## src/rtl/mas_pkg.sv

```systemverilog
/*
 Package for the manual/automatic simultaneous axis arbiter: axis count,
 error codes and reset values. Assumes one 100 MHz clock.
*/
`default_nettype none
package mas_pkg;
   localparam int unsigned NUM_AXES        = 8;
   localparam logic [15:0] ERR_NONE        = 16'h0000;
   localparam logic [15:0] ERR_AXIS_CONFL  = 16'h0005;
   localparam logic [15:0] ERR_COORD_WORD  = 16'h0006;
   localparam logic [7:0]  AXES_RST        = 8'h00;
   localparam logic [1:0]  MOVE_NONE       = 2'h0;
   localparam logic [1:0]  MOVE_RAPID      = 2'h1;
   localparam logic [1:0]  MOVE_CUT        = 2'h2;
   typedef enum logic [1:0] {AX_AUTO, AX_STOPPING, AX_MANUAL} axis_state_t;
endpackage
`default_nettype wire

```

## src/rtl/manual_auto_simultaneous_axis_ctrl.sv

```systemverilog
/*
 Per-axis arbitration for combined manual/automatic operation.
 Assumes PLC inputs synchronous to clk_in; scan_strobe_in marks one PLC scan.
*/
`timescale 1ns/10ps
`default_nettype none

////////////////////////////////////////////////////////////////////////////////
// Function
// [RULE_01] Combined mode only while an auto and a manual mode are both selected.
// [RULE_02] One manual select bit per axis, one to eight, driven by the PLC.
// [RULE_03] Auto command on manual axis raises error 0005 and interlocks auto.
// [RULE_04] Auto only: select bits ignored, no interlock applied.
// [RULE_05] Select rising on auto-moving axis: interlock, stop, error 0005, tap too.
// [RULE_06] Once stopped, manual commands accepted on that axis.
// [RULE_07] Manual commands rejected on unselected axes; handle interrupt still allowed.
// [RULE_08] Separate feedrate and accel mode for auto and manual axes.
// [RULE_09] Overrides to both classes; cutting on manual if enabled; cancel auto only.
// [RULE_10] Manual interlocks gate manual axes, auto interlocks gate auto axes.
// [RULE_11] Cutting and rapid status follow auto axes only.
// [RULE_12] Manual motion continues through single block stop and feed hold.
// [RULE_13] Coordinate commands wait for manual stop; axis word on G53 errors.
// [RULE_14] Limit trip on manual axis stops auto axes and enters feed hold.
// [RULE_15] Unselected axes follow automatic handle interrupt rules.
// [RULE_16] Tape, MDI, memory automatic; handle, step, jog, ref return manual.
// [RULE_17] Interlock inputs are active low.
// [RULE_18] Inputs sampled once per scan; transitions between consecutive samples. Code samples only mode and axis select inputs per scan.
module manual_auto_simultaneous_axis_ctrl #(
   parameter int unsigned N = mas_pkg::NUM_AXES
) (
   // Clock and reset
   input  wire logic         clk_in,
   input  wire logic         rst_n_in,
   // PLC scan and mode selects
   input  wire logic         scan_strobe_in,
   input  wire logic         mode_tape_in,
   input  wire logic         mode_mdi_in,
   input  wire logic         mode_memory_in,
   input  wire logic         mode_handle_in,
   input  wire logic         mode_step_in,
   input  wire logic         mode_jog_in,
   input  wire logic         mode_refret_in,
   input  wire logic [N-1:0] manual_during_auto_axis_select_in,
   // Motion commands and axis status
   input  wire logic [N-1:0] auto_cmd_in,
   input  wire logic         tap_modal_in,
   input  wire logic [N-1:0] manual_cmd_in,
   input  wire logic [N-1:0] handle_intr_in,
   input  wire logic [N-1:0] axis_moving_in,
   input  wire logic [N-1:0] limit_trip_in,
   input  wire logic         coord_cmd_in,
   input  wire logic         coord_axis_word_in,
   input  wire logic         error_clear_in,
   // Interlocks, active low
   input  wire logic [N-1:0] manual_ilk_n_in,
   input  wire logic [N-1:0] auto_ilk_n_in,
   // Feed control
   input  wire logic         single_block_stop_in,
   input  wire logic         feed_hold_in,
   input  wire logic [7:0]   rapid_ovr_in,
   input  wire logic [7:0]   cut_ovr_in,
   input  wire logic [7:0]   cut2_ovr_in,
   input  wire logic         manual_cut_ovr_en_in,
   input  wire logic         ovr_cancel_in,
   input  wire logic [15:0]  auto_feed_in,
   input  wire logic [15:0]  manual_feed_in,
   input  wire logic [1:0]   auto_move_mode_in,
   input  wire logic [1:0]   manual_move_mode_in,
   // Status and per-axis enables
   output logic              combined_mode_out,
   output logic [15:0]       op_error_out,
   output logic              auto_interlock_out,
   output logic              feed_hold_out,
   output logic [N-1:0]      auto_axis_enable_out,
   output logic [N-1:0]      manual_axis_enable_out,
   output logic [N-1:0]      decel_stop_out,
   output logic              coord_exec_out,
   output logic              in_cutting_out,
   output logic              in_rapid_out,
   output logic [15:0]       auto_feed_out,
   output logic [15:0]       manual_feed_out,
   output logic [1:0]        auto_accel_mode_out,
   output logic [1:0]        manual_accel_mode_out,
   output logic [7:0]        auto_cut_ovr_out,
   output logic [7:0]        manual_cut_ovr_out,
   output logic [7:0]        auto_rapid_ovr_out,
   output logic [7:0]        manual_rapid_ovr_out
);

   function automatic logic any_bit(input logic [N-1:0] v);
      any_bit = |v;
   endfunction

   ////////////////////////////////////////////////////////////////////////////
   // Scan sampling
   logic         auto_sel_ff;
   logic         man_sel_ff;
   logic [N-1:0] sel_ff;
   logic [N-1:0] sel_prev_ff;
   logic         combined;
   logic [N-1:0] eff_sel;
   logic [N-1:0] sel_rise;

   // [RULE_18] Sample once per scan
   always_ff @(posedge clk_in or negedge rst_n_in) begin
      if (!rst_n_in) begin
         auto_sel_ff <= 1'b0;
         man_sel_ff  <= 1'b0;
         sel_ff      <= '0;
         sel_prev_ff <= '0;
      end else if (scan_strobe_in) begin
         // [RULE_16] Mode classes
         auto_sel_ff <= mode_tape_in | mode_mdi_in | mode_memory_in;
         man_sel_ff  <= mode_handle_in | mode_step_in | mode_jog_in | mode_refret_in;
         // [RULE_02] Per-axis select
         sel_ff      <= manual_during_auto_axis_select_in;
         sel_prev_ff <= sel_ff;
      end
   end

   // [RULE_01] Combined mode entry
   assign combined = auto_sel_ff & man_sel_ff;
   // [RULE_04] Selects ignored outside combined
   assign eff_sel  = combined ? sel_ff : '0;
   assign sel_rise = eff_sel & ~sel_prev_ff;

   ////////////////////////////////////////////////////////////////////////////
   // Per-axis state
   mas_pkg::axis_state_t st_ff [N];
   logic [N-1:0] stopping;
   logic [N-1:0] manual_own;

   for (genvar i = 0; i < N; i++) begin : g_axis
      always_ff @(posedge clk_in or negedge rst_n_in) begin
         if (!rst_n_in) begin
            st_ff[i] <= mas_pkg::AX_AUTO;
         end else begin
            case (st_ff[i])
               mas_pkg::AX_AUTO: begin
                  // [RULE_05] Forced stop on rise, tap modal included
                  if (sel_rise[i] && axis_moving_in[i])
                     st_ff[i] <= mas_pkg::AX_STOPPING;
                  else if (eff_sel[i])
                     st_ff[i] <= mas_pkg::AX_MANUAL;
               end
               mas_pkg::AX_STOPPING: begin
                  // [RULE_06] Manual after stop
                  if (!axis_moving_in[i])
                     st_ff[i] <= eff_sel[i] ? mas_pkg::AX_MANUAL : mas_pkg::AX_AUTO;
               end
               default: begin
                  if (!eff_sel[i])
                     st_ff[i] <= mas_pkg::AX_AUTO;
               end
            endcase
         end
      end
      assign stopping[i]   = (st_ff[i] == mas_pkg::AX_STOPPING);
      assign manual_own[i] = (st_ff[i] == mas_pkg::AX_MANUAL);

   end

   ////////////////////////////////////////////////////////////////////////////
   // Error and hold
   logic         conflict;
   logic         limit_hit;
   logic         coord_pend_ff;
   logic         coord_word_ff;
   logic         manual_busy;

   // [RULE_03] Auto command on manual axis
   assign conflict    = any_bit(auto_cmd_in & eff_sel) | any_bit(sel_rise & axis_moving_in);
   // [RULE_14] Limit trip on manual axis
   assign limit_hit   = combined & any_bit(limit_trip_in & manual_own);
   assign manual_busy = any_bit(eff_sel & axis_moving_in);

   always_ff @(posedge clk_in or negedge rst_n_in) begin
      if (!rst_n_in) begin
         op_error_out       <= mas_pkg::ERR_NONE;
         auto_interlock_out <= 1'b0;
      end else if (conflict) begin
         // [RULE_03] Set wins over clear
         op_error_out       <= mas_pkg::ERR_AXIS_CONFL;
         auto_interlock_out <= 1'b1;
      end else if (coord_pend_ff && !manual_busy && coord_word_ff) begin
         // [RULE_13] Axis word error
         op_error_out <= mas_pkg::ERR_COORD_WORD;
      end else if (error_clear_in) begin
         op_error_out       <= mas_pkg::ERR_NONE;
         auto_interlock_out <= 1'b0;
      end
   end

   // [RULE_13] Defer coordinate commands
   always_ff @(posedge clk_in or negedge rst_n_in) begin
      if (!rst_n_in) begin
         coord_pend_ff  <= 1'b0;
         coord_word_ff  <= 1'b0;
         coord_exec_out <= 1'b0;
      end else begin
         coord_exec_out <= 1'b0;
         if (coord_pend_ff && !manual_busy) begin
            coord_pend_ff  <= 1'b0;
            coord_exec_out <= ~coord_word_ff;
         end else if (coord_cmd_in && !coord_pend_ff) begin
            coord_pend_ff <= 1'b1;
            coord_word_ff <= coord_axis_word_in;
         end
      end
   end

   always_ff @(posedge clk_in or negedge rst_n_in) begin
      if (!rst_n_in)
         feed_hold_out <= 1'b0;
      else if (limit_hit)
         feed_hold_out <= 1'b1;
      else
         feed_hold_out <= feed_hold_in;
   end

   ////////////////////////////////////////////////////////////////////////////
   // Axis enables
   logic [N-1:0] auto_gate;
   logic [N-1:0] man_gate;
   logic         auto_halt;

   // [RULE_12] Holds stop auto axes only
   assign auto_halt = single_block_stop_in | feed_hold_in | limit_hit | auto_interlock_out;
   // [RULE_10] [RULE_17] Interlock routing, low applies
   // [RULE_15] Handle interrupt on unselected axes
   assign auto_gate = auto_ilk_n_in & ~eff_sel & ~stopping & {N{~auto_halt}};
   // [RULE_07] Reject manual on unselected axes
   assign man_gate  = manual_ilk_n_in & ((manual_own & manual_cmd_in) | (~eff_sel & handle_intr_in));

   always_ff @(posedge clk_in or negedge rst_n_in) begin
      if (!rst_n_in) begin
         auto_axis_enable_out   <= N'(mas_pkg::AXES_RST);
         manual_axis_enable_out <= N'(mas_pkg::AXES_RST);
         decel_stop_out         <= N'(mas_pkg::AXES_RST);
         combined_mode_out      <= 1'b0;
      end else begin
         auto_axis_enable_out   <= auto_gate;
         manual_axis_enable_out <= man_gate;
         decel_stop_out         <= stopping | (limit_hit ? ~manual_own : '0);
         combined_mode_out      <= combined;
      end
   end

   ////////////////////////////////////////////////////////////////////////////
   // Feedrates, overrides, status
   // [RULE_08] [RULE_09] [RULE_11] Class-separated feed data
   always_ff @(posedge clk_in or negedge rst_n_in) begin
      if (!rst_n_in) begin
         auto_feed_out         <= 16'h0000;
         manual_feed_out       <= 16'h0000;
         auto_accel_mode_out   <= mas_pkg::MOVE_NONE;
         manual_accel_mode_out <= mas_pkg::MOVE_NONE;
         auto_cut_ovr_out      <= 8'h00;
         manual_cut_ovr_out    <= 8'h00;
         auto_rapid_ovr_out    <= 8'h00;
         manual_rapid_ovr_out  <= 8'h00;
         in_cutting_out        <= 1'b0;
         in_rapid_out          <= 1'b0;
      end else begin
         auto_feed_out         <= auto_feed_in;
         manual_feed_out       <= manual_feed_in;
         auto_accel_mode_out   <= auto_move_mode_in;
         manual_accel_mode_out <= manual_move_mode_in;
         auto_cut_ovr_out      <= ovr_cancel_in ? 8'h64 : (tap_modal_in ? cut_ovr_in : cut2_ovr_in);
         manual_cut_ovr_out    <= manual_cut_ovr_en_in ? cut_ovr_in : 8'h64;
         auto_rapid_ovr_out    <= ovr_cancel_in ? 8'h64 : rapid_ovr_in;
         manual_rapid_ovr_out  <= rapid_ovr_in;
         in_cutting_out        <= (auto_move_mode_in == mas_pkg::MOVE_CUT) & any_bit(auto_gate);
         in_rapid_out          <= (auto_move_mode_in == mas_pkg::MOVE_RAPID) & any_bit(auto_gate);
      end
   end
endmodule // manual_auto_simultaneous_axis_ctrl
`default_nettype wire

```

## config.mk

```make
export PLATFORM = sky130hd
export DESIGN_NAME = manual_auto_simultaneous_axis_ctrl
export DESIGN_NICKNAME = d
export VERILOG_FILES = /design/src/rtl/mas_pkg.sv /design/src/rtl/manual_auto_simultaneous_axis_ctrl.sv
export SDC_FILE = /design/constraint.sdc
export NUM_CORES = 1
export LEC_CHECK = 0
export BUFFER_PORTS_ARGS = -buffer_cell sky130_fd_sc_hd__buf_2
export CAP_MARGIN = 25
export CORE_UTILIZATION = 45
export CTS_BUF_LIST = sky130_fd_sc_hd__clkbuf_8 sky130_fd_sc_hd__clkbuf_16
export DETAILED_ROUTE_END_ITERATION = 16
export MAX_ROUTING_LAYER = met4
export PLACE_DENSITY = 0.88
export SYNTH_ARGS = -nofsm -noshare
export SYNTH_HDL_FRONTEND = slang
export SYNTH_SLANG_ARGS = --single-unit
```

## constraint.sdc

```tcl
create_clock -name clk_in -period 2.1 [get_ports clk_in]
set_input_delay 0.21 -clock clk_in [delete_from_list [all_inputs] [get_ports clk_in]]
set_output_delay 0.21 -clock clk_in [all_outputs]
set_load 0.01 [all_outputs]
```

-- After elaboration in Yosys (flattened, before gate mapping)
Index checks and enable logic that the tools add are counted.
- reductions and logical operators: 39
- bitwise gates (word level): 33
- equality and inequality tests: 43
- multiplexer cells: 64
- operators by type and width (cell ; number):
    bitwise AND 8 bit ; 11
    2-to-1 mux 2 bit ; 40
    2-to-1 mux 16 bit ; 3
    2-to-1 mux 8 bit ; 6
    OR reduction 8 bit ; 5
    NOT 8 bit ; 4
    case mux 2 bit (2 select lines) ; 8
    != test 3 x 1 -> 1 bit (second input constant) ; 8
    != test 3 bit (second input constant) ; 8
    AND reduction 3 bit ; 8
    == test 2 x 1 -> 1 bit (second input constant) ; 9
    == test 2 bit (second input constant) ; 9
    != test 2 bit (second input constant) ; 9
    zero test 2 bit ; 8
    OR 8 bit ; 2
    logical AND 1 bit ; 11
    OR 1 bit ; 9
    2-to-1 mux 1 bit ; 7
    bitwise AND 1 bit ; 4
    AND reduction 2 bit ; 2
    nonzero test 2 bit ; 2
    NOT 1 bit ; 3
    nonzero test 3 bit ; 1
    zero test 1 bit ; 2
- logic and storage cells: 211
- flip-flop bits (word level): 150
- input port bits: 142

-- Longest topological paths before layout
Gate-level depths: netlist of run 1.
- depth after elaboration: 10
- gate-level depth with buffers: 6
- depth with buffers taken out: 5

-- Worst setup path after synthesis of run 1
Ideal clock, no wire load.
- path type: reg-to-reg
- start: reg auto_sel_ff
- end: reg in_rapid_out
- cell stages (with the launch flop): 7
- data arrival time: 1610 ps
- library setup time: 94 ps
- slack: 396 ps
- period minus slack after synthesis: 1704 ps
- path buffers: 2
- path through: dfrtp_1 -> buf_4 -> and2_4 -> a21boi_4 -> or4_1 -> buf_6 -> nor4b_4
- longest elaborated chain between the ends: 8
- elaborated cells between the ends (all ways): 12
- those cells by class: mux (1); bitwise (10); reduce/logical (1)
- RTL lines (element ; line ; text):
    from (decl) ; manual_auto_simultaneous_axis_ctrl.sv:96 ; logic auto_sel_ff;
    from (signal assigned) ; manual_auto_simultaneous_axis_ctrl.sv:113 ; auto_sel_ff <= mode_tape_in | mode_mdi_in | mode_memory_in;
    bitwise AND 1 bit * ; manual_auto_simultaneous_axis_ctrl.sv:122 ; assign combined = auto_sel_ff & man_sel_ff;
    named net combined ; manual_auto_simultaneous_axis_ctrl.sv:100 ; logic combined;
    2-to-1 mux 8 bit / bitwise AND 1 bit (equally long branches) ; manual_auto_simultaneous_axis_ctrl.sv:124, manual_auto_simultaneous_axis_ctrl.sv:174 ;
    NOT 8 bit / OR 1 bit (equally long branches) ; manual_auto_simultaneous_axis_ctrl.sv:231, manual_auto_simultaneous_axis_ctrl.sv:228 ;
    bitwise AND 8 bit / OR 1 bit (equally long branches) ; manual_auto_simultaneous_axis_ctrl.sv:231, manual_auto_simultaneous_axis_ctrl.sv:228 ;
    bitwise AND 8 bit / NOT 1 bit (equally long branches) ; manual_auto_simultaneous_axis_ctrl.sv:231 ; assign auto_gate = auto_ilk_n_in & ~eff_sel & ~stopping & {N{~auto_halt}};
    bitwise AND 8 bit * ; manual_auto_simultaneous_axis_ctrl.sv:231 ;
    OR reduction 8 bit * ; manual_auto_simultaneous_axis_ctrl.sv:91 ; any_bit = |v;
    bitwise AND 1 bit * ; manual_auto_simultaneous_axis_ctrl.sv:274 ; in_rapid_out <= (auto_move_mode_in == mas_pkg::MOVE_RAPID) & any_bit(auto_gate);
    to (signal assigned) ; manual_auto_simultaneous_axis_ctrl.sv:274 ;
    to (decl) ; manual_auto_simultaneous_axis_ctrl.sv:79 ; output logic in_rapid_out,
Mark *: on every way through the listed nets, which the timed path passes. The rest lies on a longest branch.
A chain may end at the register's enable or synchronous reset.

-- Worst setup path after layout of run 1
- start: reg st_ff[1] in the netlist's numbering
- end: reg in_rapid_out
- longest elaborated chain between the ends: 10
- elaborated cells between the ends (all ways): 13
- those cells by class: eq/ne (2); bitwise (9); reduce/logical (2)
- RTL lines (element ; line ; text):
    from (decl) ; manual_auto_simultaneous_axis_ctrl.sv:129 ; mas_pkg::axis_state_t st_ff [N];
    from (signal, indexed assignment) ; manual_auto_simultaneous_axis_ctrl.sv:136 ; st_ff[i] <= mas_pkg::AX_AUTO;
    from (signal, indexed assignment) ; manual_auto_simultaneous_axis_ctrl.sv:142 ; st_ff[i] <= mas_pkg::AX_STOPPING;
    from (signal, indexed assignment) ; manual_auto_simultaneous_axis_ctrl.sv:144 ; st_ff[i] <= mas_pkg::AX_MANUAL;
    == test 2 bit ; manual_auto_simultaneous_axis_ctrl.sv:159 ; assign manual_own[i] = (st_ff[i] == mas_pkg::AX_MANUAL);
    bitwise AND 8 bit ; manual_auto_simultaneous_axis_ctrl.sv:174 ; assign limit_hit = combined & any_bit(limit_trip_in & manual_own);
    OR reduction 8 bit ; manual_auto_simultaneous_axis_ctrl.sv:91 ;
    bitwise AND 1 bit ; manual_auto_simultaneous_axis_ctrl.sv:174 ;
    OR 1 bit (2 in a row) ; manual_auto_simultaneous_axis_ctrl.sv:228 ; assign auto_halt = single_block_stop_in | feed_hold_in | limit_hit | auto_interlock_out;
    NOT 1 bit ; manual_auto_simultaneous_axis_ctrl.sv:231 ;
    bitwise AND 8 bit * ; manual_auto_simultaneous_axis_ctrl.sv:231 ;
    OR reduction 8 bit * ; manual_auto_simultaneous_axis_ctrl.sv:91 ;
    bitwise AND 1 bit * ; manual_auto_simultaneous_axis_ctrl.sv:274 ;
Mark *: on every way between the ends. The rest lies on a longest branch, timed or not.

==> impl_metrics.env, run 1 <==
export IMPL_yosysWarnings=0
export IMPL_numCtsBuffers=17
export IMPL_min_period_over_period_pct=94.8
export IMPL_via_count=4583
export IMPL_antenna_found_initial=2
export IMPL_clk_pin_slew_ns=0.06
export IMPL_startpoint_type="flop"
export IMPL_grt_max_degree=55
export IMPL_vias_per_cell=5.06
export IMPL_drtPass1Iterations=6
export IMPL_fillerInstances=711
export IMPL_slowest_delay_ns=0.64
export IMPL_layout_common_cells="buf_2 (241), dfrtp_1 (137), dlygate4sd3_1 (101)"
export IMPL_drv_slew=0
export IMPL_cts_sinks=137
export IMPL_slew_headroom_pct=46.9
export IMPL_rsz0062_at_grt="false"
export IMPL_post_place_ws_ns=0.146
export IMPL_path_max_fanout=10
export IMPL_gp_congestion=0.841
export IMPL_reg_top3="auto_feed_out (16), manual_feed_out (16), st_ff (16)"
export IMPL_finalCriticalPeriod_ns=1.99
export IMPL_start_util_pct=46.5
export IMPL_drive_above_1_share_pct=40.7
export IMPL_irDropWorstVdd_mv=0.429
export IMPL_setup_ws_ns=0.109
export IMPL_ys_ff_latch=137
export IMPL_synth_edf_count=0
export IMPL_htreeDepth=4
export IMPL_antenna_left=0
export IMPL_clk_latency_ns=0.52
export IMPL_reg2reg_slack_ns=0.11
export IMPL_drc=0
export IMPL_crit_required_ns=2.53
export IMPL_layout_commonest_cell="buf_2"
export IMPL_grt_overflow_total=0
export IMPL_fin_tns_setup_ns=0
export IMPL_synth_cells=388
export IMPL_drt_total_wl_um=16200
export IMPL_cts_tree="yes"
export IMPL_ys_async_sr_fraction_pct=100
export IMPL_tightest_slew_ns=0.787
export IMPL_cts_resized_gates=0
export IMPL_portBuffers=242
export IMPL_grt_pass1_wl_um=24200
export IMPL_hold_violations=0
export IMPL_first_global_vias=4798
export IMPL_ys_seq_area_share_pct=67.7
export IMPL_wire_per_inst_um=17.8
export IMPL_grt_usage_pct=29.2
export IMPL_crit_path_cell_trace="nand3b_1, and4_4, a21boi_4, or4_1, nor4b_4"
export IMPL_die_area_um2=11700
export IMPL_synthFlopType="dfrtp_1"
export IMPL_p_leak_uw=0.00400
export IMPL_cts_root_buf="clkbuf_8"
export IMPL_finalSetupViolCount=0
export IMPL_core_um2=10900
export IMPL_fmax_mhz=502
export IMPL_drt_first_iter_violations=229
export IMPL_hold_ws_ns=0.0143
export IMPL_slowest_stage="or4_1"
export IMPL_cp_end_kind="flop"
export IMPL_min_path_type="in -> reg"
export IMPL_skew_ns=0.0134
export IMPL_crit_arrival_ns=2.42
export IMPL_cts_buffer_depth=2
export IMPL_num_io_pins=256
export IMPL_maxCapViolCount=0
export IMPL_syn_avg_cell_area_um2=13.1
export IMPL_final_nets=894
export IMPL_die_w_um=108
export IMPL_power_uw=7060
export IMPL_status="complete, no violations"
export IMPL_die_height_um=108
export IMPL_syn_area_um2=5070
export IMPL_row_count=38
export IMPL_synth_cell_type_count=40
export IMPL_place_hpwl_um=10700
export IMPL_crit_type="reg -> reg"
export IMPL_power_density_nw_per_um2=879
export IMPL_syn2layout_area_growth_pct=58.6
==> layout make-up <==
type	count	area, um^2	area share, %
flip-flops and latches	137	3430	42.7
repair buffers	353	2320	28.8
multi-input cells	218	1450	18.1
clock buffers	17	414	5.15
well taps	140	175	2.18
clock inverters	14	149	1.85
inverters	25	93.8	1.17
diodes	2	5.00	0.0623
==> power breakdown <==
part           internal, uW  switching, uW  total, uW
Combinational           586            588       1170
Sequential             2890            170       3060
Clock                  1690           1140       2830
==> worst max-delay path: cells and delay by family (launching register included) <==
| kind | cells | cell delay [ns] |
|---|---|---|
| AOI/OAI and AO/OA | 1 | 0.11 |
| DFF | 1 | 0.45 |
| and+or+nand+nor | 4 | 1.35 |
==> what timing repair did <==
action | 4_1_cts | 5_1_grt
hold buffers | 99 | 2
hold endpoints to repair | 150 | 1
buffers inserted | 0 | 0
==> path summary, 6_finish.rpt <==
path,startpoint,to,cells past startpoint
max reg2reg,st_ff[1]$_DFFE_PN0P_,in_rapid_out$_DFF_PN0_,5
max in group asynchronous,rst_n_in,in_rapid_out$_DFF_PN0_,3
min,axis_moving_in[6],st_ff[2]$_DFFE_PN0P_,3
min reg2reg,coord_word_ff$_DFFE_PN0P_,coord_exec_out$_DFF_PN0_,1
min in group asynchronous,rst_n_in,auto_cut_ovr_out[1]$_DFF_PN0_,2
max,st_ff[1]$_DFFE_PN0P_,in_rapid_out$_DFF_PN0_,5
==> through the flow <==
| step | utilization [%] | std cells | area, um^2 |
|---|---|---|---|
| finish | 73.8 | 906 | 8040 |
| global route | 73.8 | 906 | 8040 |
| CTS | 73.6 | 902 | 8010 |
| detailed placement | 59.3 | 772 | 6460 |
| global placement | 59.3 | 772 | 6460 |
| floorplan | - | 400 | 5110 |
==> routing by layer <==
| metal | vias to the layer above | track usage [%] | part of all wire [%] |
|---|---|---|---|
| met4 | 0 | 14.8 | 3.5 |
| li1 | 2060 | - | - |
| met5 | - | - | 0 |
| met1 | 2253 | 31.5 | 37 |
| met2 | 224 | 50.4 | 53 |
| met3 | 46 | 6.81 | 6.4 |
==> cell usage after synthesis, drive strengths merged, types with 2 or more instances <==
cell type / number / area, um^2
o21ai: 10 / 50.1
nand3: 8 / 40.0
nand3b: 10 / 75.1
nand4: 3 / 18.8
or2: 4 / 25.0
a32oi: 8 / 70.1
mux2i: 5 / 50.1
nor2: 34 / 128
dfrtp: 137 / 3430
and2: 6 / 40.0
nor2b: 18 / 113
clkbuf: 4 / 15.0
a211o: 4 / 35.0
buf: 16 / 121
nor4b: 2 / 47.6
nand2: 17 / 63.8
o22ai: 2 / 12.5
inv: 25 / 93.8
mux2: 17 / 191
nand2b: 3 / 18.8
a22oi: 5 / 37.5
o41ai: 8 / 70.1
maj3: 8 / 80.1
o211ai: 9 / 67.6
a21oi: 12 / 60.1
and4: 2 / 22.5
==> cells by family (layout without fill, tap and decap cells) <==
kind of cell | count (synthesis) | count (layout) | share of synthesized area, %
flip-flops | 137 | 137 | 67.7
adder cells (fa/ha/maj) | 8 | 8 | 1.58
buffers and inverters | 45 | 409 | 4.54
multiplexers | 22 | 22 | 4.77
other | 1 | 15 | 0.0740
AND/OR/NAND/NOR | 111 | 111 | 12.2
AO/OA/AOI/OAI | 64 | 64 | 9.21
Note: power is estimated with default switching activity, not from simulation.
==> run 2, diff against run 1 <==
--- a/config.mk
+++ b/config.mk
@@ -5,11 +5,13 @@
 export SDC_FILE = /design/constraint.sdc
 export NUM_CORES = 1
 export LEC_CHECK = 0
+export ABC_AREA = 0
 export BUFFER_PORTS_ARGS = -buffer_cell sky130_fd_sc_hd__buf_2
 export CAP_MARGIN = 25
 export CORE_UTILIZATION = 45
 export CTS_BUF_LIST = sky130_fd_sc_hd__clkbuf_8 sky130_fd_sc_hd__clkbuf_16
 export DETAILED_ROUTE_END_ITERATION = 16
+export GPL_TIMING_DRIVEN = 0
 export MAX_ROUTING_LAYER = met4
 export PLACE_DENSITY = 0.88
 export SYNTH_ARGS = -nofsm -noshare
==> run 2 against run 1 <==
Effect of this change:
- maximum frequency grew 3.6%
- sequential cell count is the same
- clock power grew 16%
- largest cell class unchanged
- highest routed layer unchanged
==> impl_metrics.env, run 2 (synthesis results as in run 1) <==
export IMPL_place_hpwl_um=10300
export IMPL_fin_util_pct=75.9
export IMPL_crit_path_start="st_ff[7]$_DFFE_PN0P_"
export IMPL_htreeDepth=4
export IMPL_path_max_fanout=10
export IMPL_clk_latency_ns=0.52
export IMPL_worst_r2r_cell_count=6
export IMPL_finalSetupViolCount=0
export IMPL_skew_ns=0.00664
export IMPL_crit_buf_inv=1
export IMPL_portBuffers=241
export IMPL_crit_required_ns=2.53
export IMPL_layout_commonest_cell="buf_2"
export IMPL_tightest_slew_ns=0.792
export IMPL_die_w_um=108
export IMPL_min_from="manual_cut_ovr_en_in"
export IMPL_final_area_um2=8270
export IMPL_vias_per_cell=5.00
export IMPL_cts_resized_gates=0
export IMPL_crit_family="simple AND/OR/NAND/NOR gates"
export IMPL_gp_congestion=0.799
export IMPL_irDropWorstVdd_mv=0.612
export IMPL_reg_top3="auto_feed_out (16), manual_feed_out (16), st_ff (16)"
export IMPL_status="complete, no violations"
export IMPL_fin_cells=923
export IMPL_antenna_found_initial=1
export IMPL_layout_common_cells="buf_2 (241), dfrtp_1 (137), dlygate4sd3_1 (108)"
export IMPL_cp_end_kind="flop"
export IMPL_p_leak_uw=0.00412
export IMPL_cts_tree="yes"
export IMPL_via_count=4614
export IMPL_crit_path_cell_trace="nand3b_1, and4_4, a21boi_4, or4_1, buf_6, nor4b_4"
export IMPL_endpoint="in_rapid_out$_DFF_PN0_"
export IMPL_maxCapViolCount=0
export IMPL_syn2layout_area_growth_pct=63.2
export IMPL_crit_cells=6
export IMPL_rsz0062_at_grt="false"
export IMPL_dp_cells=782
export IMPL_start_util_pct=46.5
export IMPL_fin_tns_setup_ns=0
export IMPL_post_place_ws_ns=0.213
export IMPL_crit_type="reg -> reg"
export IMPL_fmax_mhz=520
export IMPL_cts_root_buf="clkbuf_8"
export IMPL_placed_cell_area_um2=6530
export IMPL_clk_pin_slew_ns=0.06
export IMPL_slew_headroom_pct=46.6
export IMPL_cts_buffer_depth=2
export IMPL_grt_overflow_total=0
export IMPL_antenna_left=0
export IMPL_finalCriticalPeriod_ns=1.92
export IMPL_slowest_stage="dfrtp_1"
export IMPL_row_count=38
export IMPL_cts_sinks=137
export IMPL_drv_slew=0
export IMPL_first_global_vias=5032
export IMPL_drt_total_wl_um=16900
export IMPL_drc=0
export IMPL_numCtsBuffers=17
export IMPL_hold_violations=0
export IMPL_wire_per_inst_um=18.3
export IMPL_die_height_um=108
export IMPL_drive_above_1_share_pct=40.7
export IMPL_reg2reg_slack_ns=0.18
export IMPL_slowest_delay_ns=0.44
export IMPL_drt_first_iter_violations=256
export IMPL_rr_endpoint="in_rapid_out$_DFF_PN0_"
export IMPL_setup_ws_ns=0.178
export IMPL_num_io_pins=256
export IMPL_final_nets=911
export IMPL_drtPass1Iterations=4
export IMPL_min_path_type="in -> reg"
export IMPL_crit_reg2reg_launch="st_ff[7]$_DFFE_PN0P_"
export IMPL_grt_max_degree=94
export IMPL_die_area_um2=11700
export IMPL_power_density_nw_per_um2=913
export IMPL_startpoint_type="flop"
export IMPL_grt_usage_pct=31.2
export IMPL_grt_pass1_wl_um=25600
export IMPL_core_um2=10900
export IMPL_min_period_over_period_pct=91.5
export IMPL_crit_arrival_ns=2.35
## run 2: changes by cell type in the layout (fill, tap and decap cells not counted), moves of 2 or more
cell,previous run,this run
bufinv_16,2,5
dlygate4sd3_1,101,108
clkinvlp_4,4,1
buf_4,9,14
clkbuf_8,1,3
clkinv_4,2,4
clkinv_2,3,1
clkbuf_1,0,4
## run 2: timing repair
action | CTS | global route
hold endpoints to repair | 146 | 0
setup buffers | 0 | 0
hold buffers | 108 | 0
## run 2: power breakdown
part	switching, uW	leakage [uW]	internal [uW]
clock network	1170	0.000319	2130
logic	590	0.00216	593
registers	185	0.00165	2890
## run 2: area by class of cell
| class | instances | area (um^2) |
|---|---|---|
| buffer | 20 | 136 |
| fill | 646 | 2620 |
| inverter | 25 | 93.8 |
| sequential | 137 | 3430 |
| multi-input combinational | 218 | 1450 |
| timing repair buffer | 350 | 2320 |
| clock buffer | 19 | 442 |
| antenna | 1 | 2.50 |
| clock inverter | 13 | 215 |
| tap | 140 | 175 |
## run 2: stage by stage
step	total power, uW	hold WS, ns
6_report	7550	0.0203
5_1_grt	7820	0.0144
4_1_cts	7530	0.000659
3_5_place_dp	4090	0.160
3_3_place_gp	4030	0.318
2_1_floorplan	3580	-0.0856
## run 2: worst min path at each step
stage / end / slack [ns] / cells after the start
5_1_grt: manual_cut_ovr_out[1]$_DFF_PN0_ / 0.01 / 2
6_report: manual_cut_ovr_out[1]$_DFF_PN0_ / 0.02 / 2
3_3_place_gp: auto_feed_out[7]$_DFF_PN0_ / 0.32 / 1
2_1_floorplan: auto_accel_mode_out[0]$_DFF_PN0_ / -0.09 / 0
3_5_place_dp: auto_cut_ovr_out[1]$_DFF_PN0_ / 0.16 / 1
4_1_cts: auto_cut_ovr_out[6]$_DFF_PN0_ / 0.0007 / 3
## run 2: per-layer routing
layer  GRT usage (%)  up-vias  wire length, um
met5               -        -                0
met4            17.9        0              725
met3            6.75       57             1040
met2            54.3      218             8930
met1            32.6     2250             6180
li1                -     2089                -
